$ cat config.mk
export PLATFORM = sky130hd
export DESIGN_NAME = ptm_timer
export DESIGN_NICKNAME = d
export VERILOG_FILES = /design/src/ptm_pkg.sv /design/src/ptm_edge_sync.sv /design/src/ptm_timer.sv
export SDC_FILE = /design/constraint.sdc
export NUM_CORES = 1
export LEC_CHECK = 0
export ABC_CLOCK_PERIOD_IN_PS = 6300
export BUFFER_PORTS_ARGS = -buffer_cell sky130_fd_sc_hd__buf_2
export CORE_UTILIZATION = 62
export CTS_BUF_LIST = sky130_fd_sc_hd__clkbuf_4 sky130_fd_sc_hd__clkbuf_8
export DETAILED_ROUTE_END_ITERATION = 7
export HOLD_SLACK_MARGIN = 0.15
export PLACE_DENSITY = 0.87
export SLEW_MARGIN = 10
export SYNTH_ARGS = -nofsm -noshare
export SYNTH_HDL_FRONTEND = slang
export SYNTH_SLANG_ARGS = --single-unit
export TNS_END_PERCENT = 50
$ cat constraint.sdc
create_clock -name ref_clk -period 6.3 [get_ports ref_clk]
set_input_delay 0.945 -clock ref_clk [delete_from_list [all_inputs] [get_ports ref_clk]]
set_output_delay 0.945 -clock ref_clk [all_outputs]
set_load 0.05 [all_outputs]
$ cat src/ptm_pkg.sv
// package: register map, field positions and reset values of the periodic timer
package ptm_pkg;
	localparam int CNT_W = 10;
	// register byte addresses on the apb bus
	localparam logic [7:0] ADDR_CTRL0    = 8'h00;
	localparam logic [7:0] ADDR_CTRL1    = 8'h04;
	localparam logic [7:0] ADDR_CNT_LO   = 8'h08;
	localparam logic [7:0] ADDR_CNT_HI   = 8'h0c;
	localparam logic [7:0] ADDR_CMPA_LO  = 8'h10;
	localparam logic [7:0] ADDR_CMPA_HI  = 8'h14;
	localparam logic [7:0] ADDR_PER_LO   = 8'h18;
	localparam logic [7:0] ADDR_PER_HI   = 8'h1c;
	localparam logic [7:0] ADDR_FLAGS    = 8'h20;
	// control zero: counter_run bit
	localparam int CTRL0_RUN_BIT = 3;
	// timer_ctrl_one field positions
	localparam int C1_MODE_HI = 7;
	localparam int C1_MODE_LO = 6;
	localparam int C1_ACT_HI  = 5;
	localparam int C1_ACT_LO  = 4;
	localparam int C1_INIT    = 3;
	localparam int C1_INV     = 2;
	localparam int C1_CAPSRC  = 1;
	localparam int C1_CLRSRC  = 0;
	// flags register bits
	localparam int FLG_A_BIT = 0;
	localparam int FLG_P_BIT = 1;
	// reset values
	localparam logic [7:0]       CTRL1_RST = 8'h00;
	localparam logic [CNT_W-1:0] VAL_RST   = 10'h000;
	// operating modes
	typedef enum logic [1:0] {
		PTM_MODE_CMP  = 2'b00,
		PTM_MODE_CAP  = 2'b01,
		PTM_MODE_PWM  = 2'b10,
		PTM_MODE_TMR  = 2'b11
	} ptm_mode_t;
	// pin action codes
	localparam logic [1:0] ACT_NONE   = 2'b00;
	localparam logic [1:0] ACT_LOW    = 2'b01;
	localparam logic [1:0] ACT_HIGH   = 2'b10;
	localparam logic [1:0] ACT_TOGGLE = 2'b11;
endpackage

$ cat src/ptm_edge_sync.sv
// two-flop pin synchroniser with rise and fall pulses
`timescale 1ns/10ps
`default_nettype none
module ptm_edge_sync (
	input  wire logic clk,
	input  wire logic rstN,
	input  wire logic pinIn,
	output logic      level,
	output logic      rise,
	output logic      fall
);
	logic meta_ff;
	logic sync_ff;
	logic prev_ff;

	// first flop feeds only the second one
	always_ff @(posedge clk or negedge rstN) begin
		if (!rstN) begin
			meta_ff <= 1'b0;
			sync_ff <= 1'b0;
			prev_ff <= 1'b0;
		end else begin
			meta_ff <= pinIn;
			sync_ff <= meta_ff;
			prev_ff <= sync_ff;
		end
	end

	// one pulse per qualifying edge
	assign level = sync_ff;
	assign rise  = sync_ff & ~prev_ff;
	assign fall  = ~sync_ff & prev_ff;
endmodule
`default_nettype wire

$ cat src/ptm_timer.sv
// periodic timer: apb registers, 10-bit counter, comparators and modes
//
// The register offsets and the APB interface to the registers were left to the implementer.
`timescale 1ns/10ps
`default_nettype none
module ptm_timer (
	input  wire logic       ref_clk,
	input  wire logic       resetn,
	input  wire logic       psel,
	input  wire logic       penable,
	input  wire logic       pwrite,
	input  wire logic [7:0] paddr,
	input  wire logic [31:0] pwdata,
	output logic            pready,
	output logic [31:0]     prdata,
	output logic            pslverr,
	input  wire logic       timerPinIn,
	input  wire logic       timerClockPin,
	output logic            timerPinOut,
	output logic            timerPinOeN,
	output logic            timerIrq
);
	import ptm_pkg::*;

	logic                rstMeta_ff;
	logic                rstSync_ff;
	logic                rstN;
	logic [7:0]          ctrl1_ff;
	logic                run_ff;
	logic                runPrev_ff;
	logic [CNT_W-1:0]    cnt_ff;
	logic [CNT_W-1:0]    cmpA_ff;
	logic [CNT_W-1:0]    per_ff;
	logic                flagA_ff;
	logic                flagP_ff;
	logic                pinOut_ff;
	logic                irq_ff;
	logic                tpRise;
	logic                tpFall;
	logic                tcRise;
	logic                tcFall;
	ptm_mode_t           mode;
	logic [1:0]          act;
	logic                wrEn;
	logic                rdEn;
	logic                runRise;
	logic                matchA;
	logic                matchP;
	logic                overflow;
	logic                pulseMode;
	logic                pwmActive;
	logic                capEdge;
	logic                clrCnt;
	logic                setA;
	logic                setP;
	logic [CNT_W-1:0]    nxt_cnt;
	logic [10:0]         pwmPeriod;

	// reset release through two flops
	always_ff @(posedge ref_clk or negedge resetn) begin
		if (!resetn) begin
			rstMeta_ff <= 1'b0;
			rstSync_ff <= 1'b0;
		end else begin
			rstMeta_ff <= 1'b1;
			rstSync_ff <= rstMeta_ff;
		end
	end
	assign rstN = rstSync_ff;

	// pin synchronisers
	ptm_edge_sync uSyncTp (
		.clk   (ref_clk),
		.rstN  (rstN),
		.pinIn (timerPinIn),
		.level (),
		.rise  (tpRise),
		.fall  (tpFall)
	);
	ptm_edge_sync uSyncTc (
		.clk   (ref_clk),
		.rstN  (rstN),
		.pinIn (timerClockPin),
		.level (),
		.rise  (tcRise),
		.fall  (tcFall)
	);

	// apb decode: zero-wait answer
	assign wrEn    = psel & penable & pwrite;
	assign rdEn    = psel & ~pwrite;
	assign pready  = 1'b1;
	assign pslverr = 1'b0;

	// decoded fields
	assign mode      = ptm_mode_t'(ctrl1_ff[C1_MODE_HI:C1_MODE_LO]);
	assign act       = ctrl1_ff[C1_ACT_HI:C1_ACT_LO];
	assign pulseMode = (mode == PTM_MODE_PWM) && (act == ACT_TOGGLE);
	assign runRise   = run_ff & ~runPrev_ff;

	// comparators; period match one count early so a period spans exactly
	assign matchA   = run_ff && (cnt_ff == cmpA_ff);
	assign overflow = run_ff && (cnt_ff == {CNT_W{1'b1}});
	assign matchP   = run_ff && ((per_ff == VAL_RST) ? overflow
	                             : (cnt_ff == per_ff - 10'h001));

	// capture edge select
	always_comb begin
		logic r;
		logic f;
		r = ctrl1_ff[C1_CAPSRC] ? tcRise : tpRise;
		f = ctrl1_ff[C1_CAPSRC] ? tcFall : tpFall;
		case (act)
			2'b00:   capEdge = r;
			2'b01:   capEdge = f;
			2'b10:   capEdge = r | f;
			default: capEdge = 1'b0; // capture disabled
		endcase
		if (!(run_ff && mode == PTM_MODE_CAP)) begin
			capEdge = 1'b0;
		end
	end

	// clear source and flag events per mode
	always_comb begin
		clrCnt = 1'b0;
		setA   = 1'b0;
		setP   = 1'b0;
		case (mode)
			PTM_MODE_CMP, PTM_MODE_TMR: begin
				if (ctrl1_ff[C1_CLRSRC]) begin
					clrCnt = matchA;
					setA   = matchA;
				end else begin
					clrCnt = matchP;
					setA   = matchA;
					setP   = matchP;
				end
			end
			PTM_MODE_PWM: begin
				if (pulseMode) begin
					setA = matchA;
				end else begin
					clrCnt = matchP;
					setA   = matchA;
					setP   = matchP;
				end
			end
			PTM_MODE_CAP: begin
				clrCnt = matchP;
				setP   = matchP;
			end
			default: begin
				clrCnt = 1'b0;
			end
		endcase
	end

	// counter next value
	always_comb begin
		if (runRise) begin
			nxt_cnt = VAL_RST;
		end else if (!run_ff) begin
			nxt_cnt = cnt_ff; // residual kept
		end else if (clrCnt) begin
			nxt_cnt = VAL_RST;
		end else begin
			nxt_cnt = cnt_ff + 10'h001;
		end
	end

	always_ff @(posedge ref_clk or negedge rstN) begin
		if (!rstN) begin
			cnt_ff <= VAL_RST;
		end else begin
			cnt_ff <= nxt_cnt;
		end
	end

	// control register writes
	always_ff @(posedge ref_clk or negedge rstN) begin
		if (!rstN) begin
			ctrl1_ff <= CTRL1_RST;
			per_ff   <= VAL_RST;
		end else if (wrEn) begin
			case (paddr)
				ADDR_CTRL1:  ctrl1_ff <= pwdata[7:0];
				ADDR_PER_LO: per_ff[7:0] <= pwdata[7:0];
				ADDR_PER_HI: per_ff[9:8] <= pwdata[1:0];
				default:     ctrl1_ff <= ctrl1_ff;
			endcase
		end
	end

	// compare-A: software write, capture load wins
	always_ff @(posedge ref_clk or negedge rstN) begin
		if (!rstN) begin
			cmpA_ff <= VAL_RST;
		end else if (capEdge) begin
			cmpA_ff <= cnt_ff;
		end else if (wrEn && paddr == ADDR_CMPA_LO) begin
			cmpA_ff[7:0] <= pwdata[7:0];
		end else if (wrEn && paddr == ADDR_CMPA_HI) begin
			cmpA_ff[9:8] <= pwdata[1:0];
		end
	end

	// counter_run: software, clock-pin trigger, match stop
	always_ff @(posedge ref_clk or negedge rstN) begin
		if (!rstN) begin
			run_ff     <= 1'b0;
			runPrev_ff <= 1'b0;
		end else begin
			runPrev_ff <= run_ff;
			if (pulseMode && run_ff && matchA) begin
				run_ff <= 1'b0;
			end else if (pulseMode && !run_ff && (tcRise | tcFall)) begin
				run_ff <= 1'b1;
			end else if (wrEn && paddr == ADDR_CTRL0) begin
				run_ff <= pwdata[CTRL0_RUN_BIT];
			end
		end
	end

	// sticky flags, write one to clear, set wins
	always_ff @(posedge ref_clk or negedge rstN) begin
		if (!rstN) begin
			flagA_ff <= 1'b0;
			flagP_ff <= 1'b0;
		end else begin
			flagA_ff <= setA | capEdge |
			            (flagA_ff & ~(wrEn && paddr == ADDR_FLAGS &&
			                          pwdata[FLG_A_BIT]));
			flagP_ff <= setP |
			            (flagP_ff & ~(wrEn && paddr == ADDR_FLAGS &&
			                          pwdata[FLG_P_BIT]));
		end
	end

	// timer interrupt pulse on any flag event
	always_ff @(posedge ref_clk or negedge rstN) begin
		if (!rstN) begin
			irq_ff <= 1'b0;
		end else begin
			irq_ff <= setA | setP | capEdge;
		end
	end
	assign timerIrq = irq_ff;

	// pwm period 1024 when period is zero; duty at or over period is full
	assign pwmPeriod = (per_ff == VAL_RST) ? 11'h400 : {1'b0, per_ff};
	assign pwmActive = ({1'b0, cmpA_ff} >= pwmPeriod) ||
	                   (cnt_ff < cmpA_ff);

	// output pin level
	always_ff @(posedge ref_clk or negedge rstN) begin
		if (!rstN) begin
			pinOut_ff <= 1'b0;
		end else if (mode == PTM_MODE_CMP) begin
			if (runRise) begin
				pinOut_ff <= ctrl1_ff[C1_INIT];
			end else if (setA) begin
				case (act)
					ACT_LOW:    pinOut_ff <= 1'b0;
					ACT_HIGH:   pinOut_ff <= 1'b1;
					ACT_TOGGLE: pinOut_ff <= ~pinOut_ff;
					default:    pinOut_ff <= pinOut_ff;
				endcase
			end
		end else if (mode == PTM_MODE_PWM) begin
			case (act)
				ACT_NONE: pinOut_ff <= ~ctrl1_ff[C1_INIT];
				ACT_LOW:  pinOut_ff <= ctrl1_ff[C1_INIT];
				ACT_HIGH: pinOut_ff <= (run_ff & pwmActive) ~^
				                       ctrl1_ff[C1_INIT];
				default:  pinOut_ff <= (nxt_cnt != cmpA_ff || runRise) &&
				                       run_ff && !(matchA) ?
				                       ctrl1_ff[C1_INIT] :
				                       ~ctrl1_ff[C1_INIT];
			endcase
		end else begin
			pinOut_ff <= 1'b0;
		end
	end

	// inversion applies in pwm and compare modes only
	assign timerPinOut = (mode == PTM_MODE_PWM || mode == PTM_MODE_CMP) ?
	                     pinOut_ff ^ ctrl1_ff[C1_INV] : 1'b0;
	assign timerPinOeN = !(mode == PTM_MODE_PWM ||
	                       mode == PTM_MODE_CMP);

	// read mux
	always_comb begin
		prdata = 32'h0000_0000;
		if (rdEn) begin
			case (paddr)
				ADDR_CTRL0:   prdata[CTRL0_RUN_BIT] = run_ff;
				ADDR_CTRL1:   prdata[7:0] = ctrl1_ff;
				ADDR_CNT_LO:  prdata[7:0] = cnt_ff[7:0];
				ADDR_CNT_HI:  prdata[1:0] = cnt_ff[9:8];
				ADDR_CMPA_LO: prdata[7:0] = cmpA_ff[7:0];
				ADDR_CMPA_HI: prdata[1:0] = cmpA_ff[9:8];
				ADDR_PER_LO:  prdata[7:0] = per_ff[7:0];
				ADDR_PER_HI:  prdata[1:0] = per_ff[9:8];
				ADDR_FLAGS:   prdata[1:0] = {flagP_ff, flagA_ff};
				default:      prdata = 32'h0000_0000;
			endcase
		end
	end

	// checks
	AST_RUNRISE_CLR: assert property (@(posedge ref_clk) disable iff (!rstN)
		runRise |=> cnt_ff == VAL_RST)
		else $error("counter not zeroed on run rise");
	AST_RUNFALL_HOLD: assert property (@(posedge ref_clk) disable iff (!rstN)
		!run_ff && !runRise |=> $stable(cnt_ff))
		else $error("counter moved while stopped");
	AST_CLR_A_NOP: assert property (@(posedge ref_clk) disable iff (!rstN)
		(mode == PTM_MODE_CMP && ctrl1_ff[C1_CLRSRC] && run_ff) |-> !setP)
		else $error("flag P raised with clear source A");
	AST_PULSE_STOP: assert property (@(posedge ref_clk) disable iff (!rstN)
		(pulseMode && run_ff && matchA) |=> !run_ff)
		else $error("single pulse not stopped");
	AST_CAP_LOAD: assert property (@(posedge ref_clk) disable iff (!rstN)
		capEdge |=> cmpA_ff == $past(cnt_ff))
		else $error("capture value wrong");
	AST_CAP_OFF: assert property (@(posedge ref_clk) disable iff (!rstN)
		(mode == PTM_MODE_CAP && act == ACT_TOGGLE) |-> !capEdge)
		else $error("capture while disabled");
	AST_CMP_INIT: assert property (@(posedge ref_clk) disable iff (!rstN)
		(mode == PTM_MODE_CMP && runRise) |=>
		pinOut_ff == $past(ctrl1_ff[C1_INIT]))
		else $error("pin not loaded with initial level");
	AST_TMR_REL: assert property (@(posedge ref_clk) disable iff (!rstN)
		mode == PTM_MODE_TMR |-> timerPinOeN)
		else $error("pin driven in timer mode");
	AST_FLAG_A: assert property (@(posedge ref_clk) disable iff (!rstN)
		setA |=> flagA_ff)
		else $error("flag A lost");
	COV_CAP: cover property (@(posedge ref_clk) capEdge);
	COV_PULSE: cover property (@(posedge ref_clk) pulseMode && matchA);
	COV_PWMP: cover property (@(posedge ref_clk)
		mode == PTM_MODE_PWM && setP);
endmodule
`default_nettype wire

# Word-level counts from Yosys, hierarchy flattened
# Index checks and enable logic that the tools add are counted.
# W data, S select, Z words.
totals:
  input_bits: 47
  output_inout_bits: 37
  wordCells: 147
  reg_bits: 52
op_classes:
  eq_ne: 21
  mux: 35
  n_reduce_logical: 37
  add_sub_neg: 2
  bitwise_logic: 30
  order_cmp: 2
op_table:
  columns: ["op", "count"]
  rows:
  - ["$mux W10", 4]
  - ["$eq A8 B5 Y1 const B", 4]
  - ["$eq A10 B10 Y1", 2]
  - ["$logic_and A1 B1 Y1", 17]
  - ["$mux W1", 17]
  - ["$eq A8 B4 Y1 const B", 2]
  - ["$mux W8", 2]
  - ["$pmux W2 S8", 1]
  - ["$pmux W4 S4", 1]
  - ["$pmux W1 S3", 5]
  - ["$and A1 B1 Y1", 11]
  - ["$ge A10 B11 Y1", 1]
  - ["$mux W11", 1]
  - ["$add A10 B1 Y10 const B", 1]
  - ["$eq A10 B10 Y1 const B", 1]
  - ["$logic_not A10 Y1", 1]
  - ["$lt A10 B10 Y1", 1]
  - ["$ne A10 B10 Y1", 1]
  - ["$not A1 Y1", 10]
  - ["$reduce_and A2 Y1", 5]
  - ["$sub A10 B1 Y10 const B", 1]
  - ["$eq A2 B2 Y1 const B", 4]
  - ["$eq A8 B3 Y1 const B", 1]
  - ["$eq A8 B6 Y1 const B", 1]
  - ["other kinds (18)", 32]

# Longest topological paths before layout
depth:
  ltp_word: 17
  mapped_depth: 17
  depth_no_buf: 15

# By module
# Synthesis repeated with hierarchy kept, for this count alone.
hier_totals:
  hier_cells: 473
  area_unflattened_um2: 4236.6
by_module_without_submodules:
  columns: ["module", "area_each_um2", "cells_per_inst", "instances", "seq_area_each_um2"]
  rows:
  - ["ptm_timer", 4056.4, 463, 1, 1151.1]
  - ["ptm_edge_sync", 90.1, 5, 2, 75.1]

# Worst setup path after synthesis
# Ideal clock, no wire load.
synth_timing:
  kind: "input -> output"
  start: "in paddr[5]"
  end: "out prdata[0]"
  path_stages: 6
  t_required_ps: 5355
  n_path_buf: 0
  arrival_time_ps: 3171
  setup_slack_ps: 2184
  cell_sequence: "nor3_1 nand3_1 nor4_2 o41ai_1 a21boi_1 a31oi_1"
synth_via:
  elab_chain_cells: 3
  word_cells_on_any_way: 10
  cone_classes: "eq/ne (8); mux (2)"
synth_lines:
  columns: ["item", "line_no", "source"]
  rows:
  - ["from (decl)", "ptm_timer.sv:12", "input wire logic [7:0] paddr,"]
  - ["$eq A8 B6 Y1 (tied with other cells)", "ptm_timer.sv:296", "case (paddr)"]
  - ["$pmux W2 S8 (*)", "ptm_timer.sv:296", null]
  - ["$mux W8 (*)", "ptm_timer.sv:295", "if (rdEn) begin"]
  - ["to (decl)", "ptm_timer.sv:15", "output logic [31:0] prdata,"]
# Every way passes the cells marked *; elsewhere a longest branch is shown, timed or not.

# Worst setup path after layout
layout_timing:
  start: "reg per_ff[0]"
  end: "reg pinOut_ff"
layout_via:
  elab_chain_cells: 17
  word_cells_on_any_way: 24
  cone_classes: "add/sub (1); order compare (1); eq/ne (2); mux (12); bitwise (2); reduce/logical (6)"
layout_lines:
  columns: ["item", "line_no", "source"]
  rows:
  - ["from (decl)", "ptm_timer.sv:33", "logic [CNT_W-1:0] per_ff;"]
  - ["from (signal assigned)", "ptm_timer.sv:188", "ADDR_PER_LO: per_ff[7:0] <= pwdata[7:0];"]
  - ["$sub A10 B1 Y10", "ptm_timer.sv:105", ": (cnt_ff == per_ff - 10'h001));"]
  - ["$eq A10 B10 Y1", "ptm_timer.sv:105", null]
  - ["$mux W1", "ptm_timer.sv:104", "assign matchP = run_ff && ((per_ff == VAL_RST) ? overflow"]
  - ["$logic_and A1 B1 Y1", "ptm_timer.sv:104", null]
  - ["$mux W1 (on tied branches)", "ptm_timer.sv:141, ptm_timer.sv:131", null]
  - ["$pmux W1 S3", "ptm_timer.sv:129", "case (mode)"]
  - ["$mux W10", "ptm_timer.sv:165", "end else if (clrCnt) begin"]
  - ["$mux W10", "ptm_timer.sv:163", "end else if (!run_ff) begin"]
  - ["$mux W10", "ptm_timer.sv:161", "if (runRise) begin"]
  - ["$ne A10 B10 Y1", "ptm_timer.sv:276", "default: pinOut_ff <= (nxt_cnt != cmpA_ff || runRise) &&"]
  - ["$logic_or A1 B1 Y1", "ptm_timer.sv:276", null]
  - ["$logic_and A1 B1 Y1", "ptm_timer.sv:276", null]
  - ["$logic_and A1 B1 Y1", "ptm_timer.sv:277", "run_ff && !(matchA) ?"]
  - ["$mux W1", "ptm_timer.sv:277", null]
  - ["$pmux W1 S3 (*)", "ptm_timer.sv:271", "case (act)"]
  - ["$mux W1 (*)", "ptm_timer.sv:270", "end else if (mode == PTM_MODE_PWM) begin"]
  - ["$mux W1 (*)", "ptm_timer.sv:259", "end else if (mode == PTM_MODE_CMP) begin"]
  - ["to (signal assigned)", "ptm_timer.sv:261", "pinOut_ff <= ctrl1_ff[C1_INIT];"]
  - ["to (signal assigned)", "ptm_timer.sv:272", "ACT_NONE: pinOut_ff <= ~ctrl1_ff[C1_INIT];"]
  - ["to (signal assigned)", "ptm_timer.sv:273", "ACT_LOW: pinOut_ff <= ctrl1_ff[C1_INIT];"]
  - ["to (decl)", "ptm_timer.sv:36", "logic pinOut_ff;"]
# Marks and branches as above.
# A chain may end at the register's enable or synchronous reset.

==> run_results.csv <==
group,metric,value,unit
yosys,syn_inst,485,
timing,slew_viol_final,0,
setup_path,max_stage_delay,0.50,ns
yosys,avgSynthCellArea,8.79,sq um
timing,worst_slack,2.36,ns
die,io-pin-count,84,
place,gp_congestion,0.946,
yosys,synth_top_area_share,30.5,%
layout,regArea,0.00130,sq mm
cts,clkTransAtPathRegs,0.09,ns
cts,cts_resized,0,
grt,grt_use_total,31.0,%
die,initial_utilization,65.6,%
cts,clockRootBuffer,"clkbuf_8",
setup_path,cp_data_arrival_time,4.15,ns
setup_path,cp_num_cells,15,
cts,clk_latency,0.31,ns
setup_path,worstPathRequired,6.51,ns
drt,drtAntennaViolNets,0,
place,placed_area,0.00432,sq mm
drt,drt-pass1-iter-count,8,
drt,wire_per_inst,18.4,um
cts,ctsHtreeMaxLevel,2,
timing,tns,0,ns
grt,antenna_found_initial,0,
yosys,yosysTopAreaCell,"dfrtp_1",
die,fp.dieW,84.9,um
die,die-height,84.9,um
timing,fmax,0.254,GHz
setup_path,crit_buf_inv,1,
yosys,synth_edf_count,0,
grt,grt_pass1_wl,17400,um
drt,drcViolationCount,3,
yosys,synth_area,0.00426,sq mm
timing,finalSetupViolations,0,
cts,cts.path.max_buffers,2,
timing,relSlewSlack,38.0,%
die,dieArea,0.00721,sq mm
setup_path,cp_max_fo,7,
pwr,power.density,157,mW/mm^2
timing,rsz0062_at_grt,"no",
setup_path,r2r_cells,15,
yosys,synth.distinct_cells,67,
setup_path,crit_path_start,"per_ff[0]$_DFFE_PN0P_",
place,dp_slack,2.47,ns
status,violations,"design-rule violations",
drt,drt_first_iter_violations,440,
cts,cts_buffers,5,
cts,cts_tree,"done",
place,hpwlAfterDp,7960,um
setup_path,crit_chain,"inv_1, ha_1, nor4b_4, a31oi_1, ha_1, nand2b_1, a21o_1, a21o_1, a21oi_1, nor3_1, o31ai_1, a2111oi_0, a31oi_1, a21oi_1, a211oi_1",
layout,multiInputGateArea,0.00261,sq mm
grt,overflow,0,
status,outcome,"finished with violations",
layout,final_common_cell,"dfrtp_1",
cts,postCtsSetupBuffers,0,
setup_path,cp-endpoint,"pinOut_ff$_DFFE_PN0P_",
setup_path,startpoint_type,"register",
layout,final_cell_mix,"dfrtp_1 (51), nand2_1 (43), nor2_1 (39)",
yosys,yosys_warnings,0,
yosys,synth-async-reset-ratio,100,%
setup_path,path_class,"reg -> reg",
yosys,synth_area_leaders,"dfrtp_1 (31%), ha_1 (9.4%), buf_4 (4.6%)",
yosys,synth_top_flop_cell,"dfrtp_1",
drt,routed_wl,10700,um
drt,dr_total_vias,3814,
setup_path,rr_startpoint,"per_ff[0]$_DFFE_PN0P_",
yosys,ys_ff_latch,52,
grt,grt_max_degree,51,
die,rows,29,
layout,num-fill-cells,499,
die,core_area,0.00649,sq mm
pwr,ir_drop,140,uV
timing,worstMarginPinSlew,0.925,ns
setup_path,crit_family,"compound AO/OA/AOI/OAI gates",
yosys,synth.yosys.seq_area_share,30.5,%
setup_path,reg2reg_to,"pinOut_ff$_DFFE_PN0P_",
pwr,p_leak,2.27,nW
timing,post-route-period-util,62.5,%
min_path,hold_class,"reg -> reg",
layout,synthToLayoutAreaGrowth,4.29,%
setup_path,slowest_stage,"nor4b_4",
layout,drive_gt1_share,13.1,%
grt,grt_pass1_vias,3720,
timing,timing.final.crit_period,3.94,ns
layout,nNetsFinal,582,
drt,via_per_inst,6.56,
cts,hold_buffers,0,
setup_path,rrSetupSlack,2.36,ns
layout,design_area,0.00445,sq mm
timing,skew,0.0130,ns
job,cap_violations,0,
place,port_buffers,33,
setup_path,cp-end-kind,"register",
layout,antenna_cells,0,
timing,hold_violations,0,
cts,numClockSinks,52,
[cell usage after synthesis (11+ instances only)]
cell type,number
a21o_1,11
a21oi_1,26
buf_4,26
clkbuf_1,12
dfrtp_1,52
ha_1,32
inv_1,34
mux2i_1,11
nand2_1,43
nand3_1,17
nor2_1,39
nor3_1,14
xnor2_1,15
[cell families (layout without fill, tap and decap cells)]
kind of cell             Yosys count  in the layout  synth area share [%]
AO/OA/AOI/OAI                     96             96                  16.8
XOR/XNOR                          23             23                  4.73
adder cells (fa/ha/maj)           32             32                  9.39
buffers and inverters             85             79                  10.5
flip-flops                        52             52                  30.5
multiplexers                      29             29                  7.34
other                              2             27                 0.176
AND/OR/NAND/NOR                  166            166                  20.5
[cell type report]
cell class	instances	area share, %
multi-input cells	373	58.6
well taps	77	2.17
flip-flops and latches	52	29.3
clock buffers	6	1.86
inverters	35	2.96
clock inverters	2	0.873
repair buffers	36	4.22
[worst min-delay path by stage]
stage                                    startpoint                       to  slack, ns  cells past startpoint
final                     uSyncTp.meta_ff$_DFF_PN0_  uSyncTp.level$_DFF_PN0_       0.36                      0
after global routing           rstMeta_ff$_DFF_PN0_           rstN$_DFF_PN0_       0.37                      0
after CTS                 uSyncTp.meta_ff$_DFF_PN0_  uSyncTp.level$_DFF_PN0_       0.36                      0
after detailed placement       rstMeta_ff$_DFF_PN0_           rstN$_DFF_PN0_       0.34                      0
after global placement    uSyncTp.meta_ff$_DFF_PN0_  uSyncTp.level$_DFF_PN0_       0.34                      0
after floorplan                rstMeta_ff$_DFF_PN0_           rstN$_DFF_PN0_       0.33                      0
[per-layer routing]
metal	global-route usage [%]	up-vias	wire (um)
li1	-	1718	-
met1	39.5	1803	4120
met2	52.8	250	5180
met3	5.45	43	1000
met4	12.0	0	387
met5	0	-	0
[report_power, final]
part / switching [mW] / internal (mW) / total (mW) / leakage, nW
Combinational: 0.0740 / 0.0268 / 0.101 / 1.57
Clock: 0.112 / 0.130 / 0.242 / 0.0614
Sequential: 0.0128 / 0.341 / 0.354 / 0.641
Total: 0.199 / 0.498 / 0.697 / 2.27
[metrics by stage]
stage	util (%)	cells	hold slack (ns)	total power, mW
CTS	68.4	581	0.364	0.700
floorplan	-	510	0.331	0.447
global placement	66.6	573	0.337	0.455
global route	68.4	581	0.373	0.724
detailed placement	66.6	573	0.338	0.459
finish	68.4	581	0.357	0.697
[flip-flops by register name (all words and copies together), names as in the netlist, 8 cells and up]
name	flops
ctrl1_ff	8
cnt_ff	10
cmpA_ff	10
per_ff	10
Power figures use the tool's default switching activity.
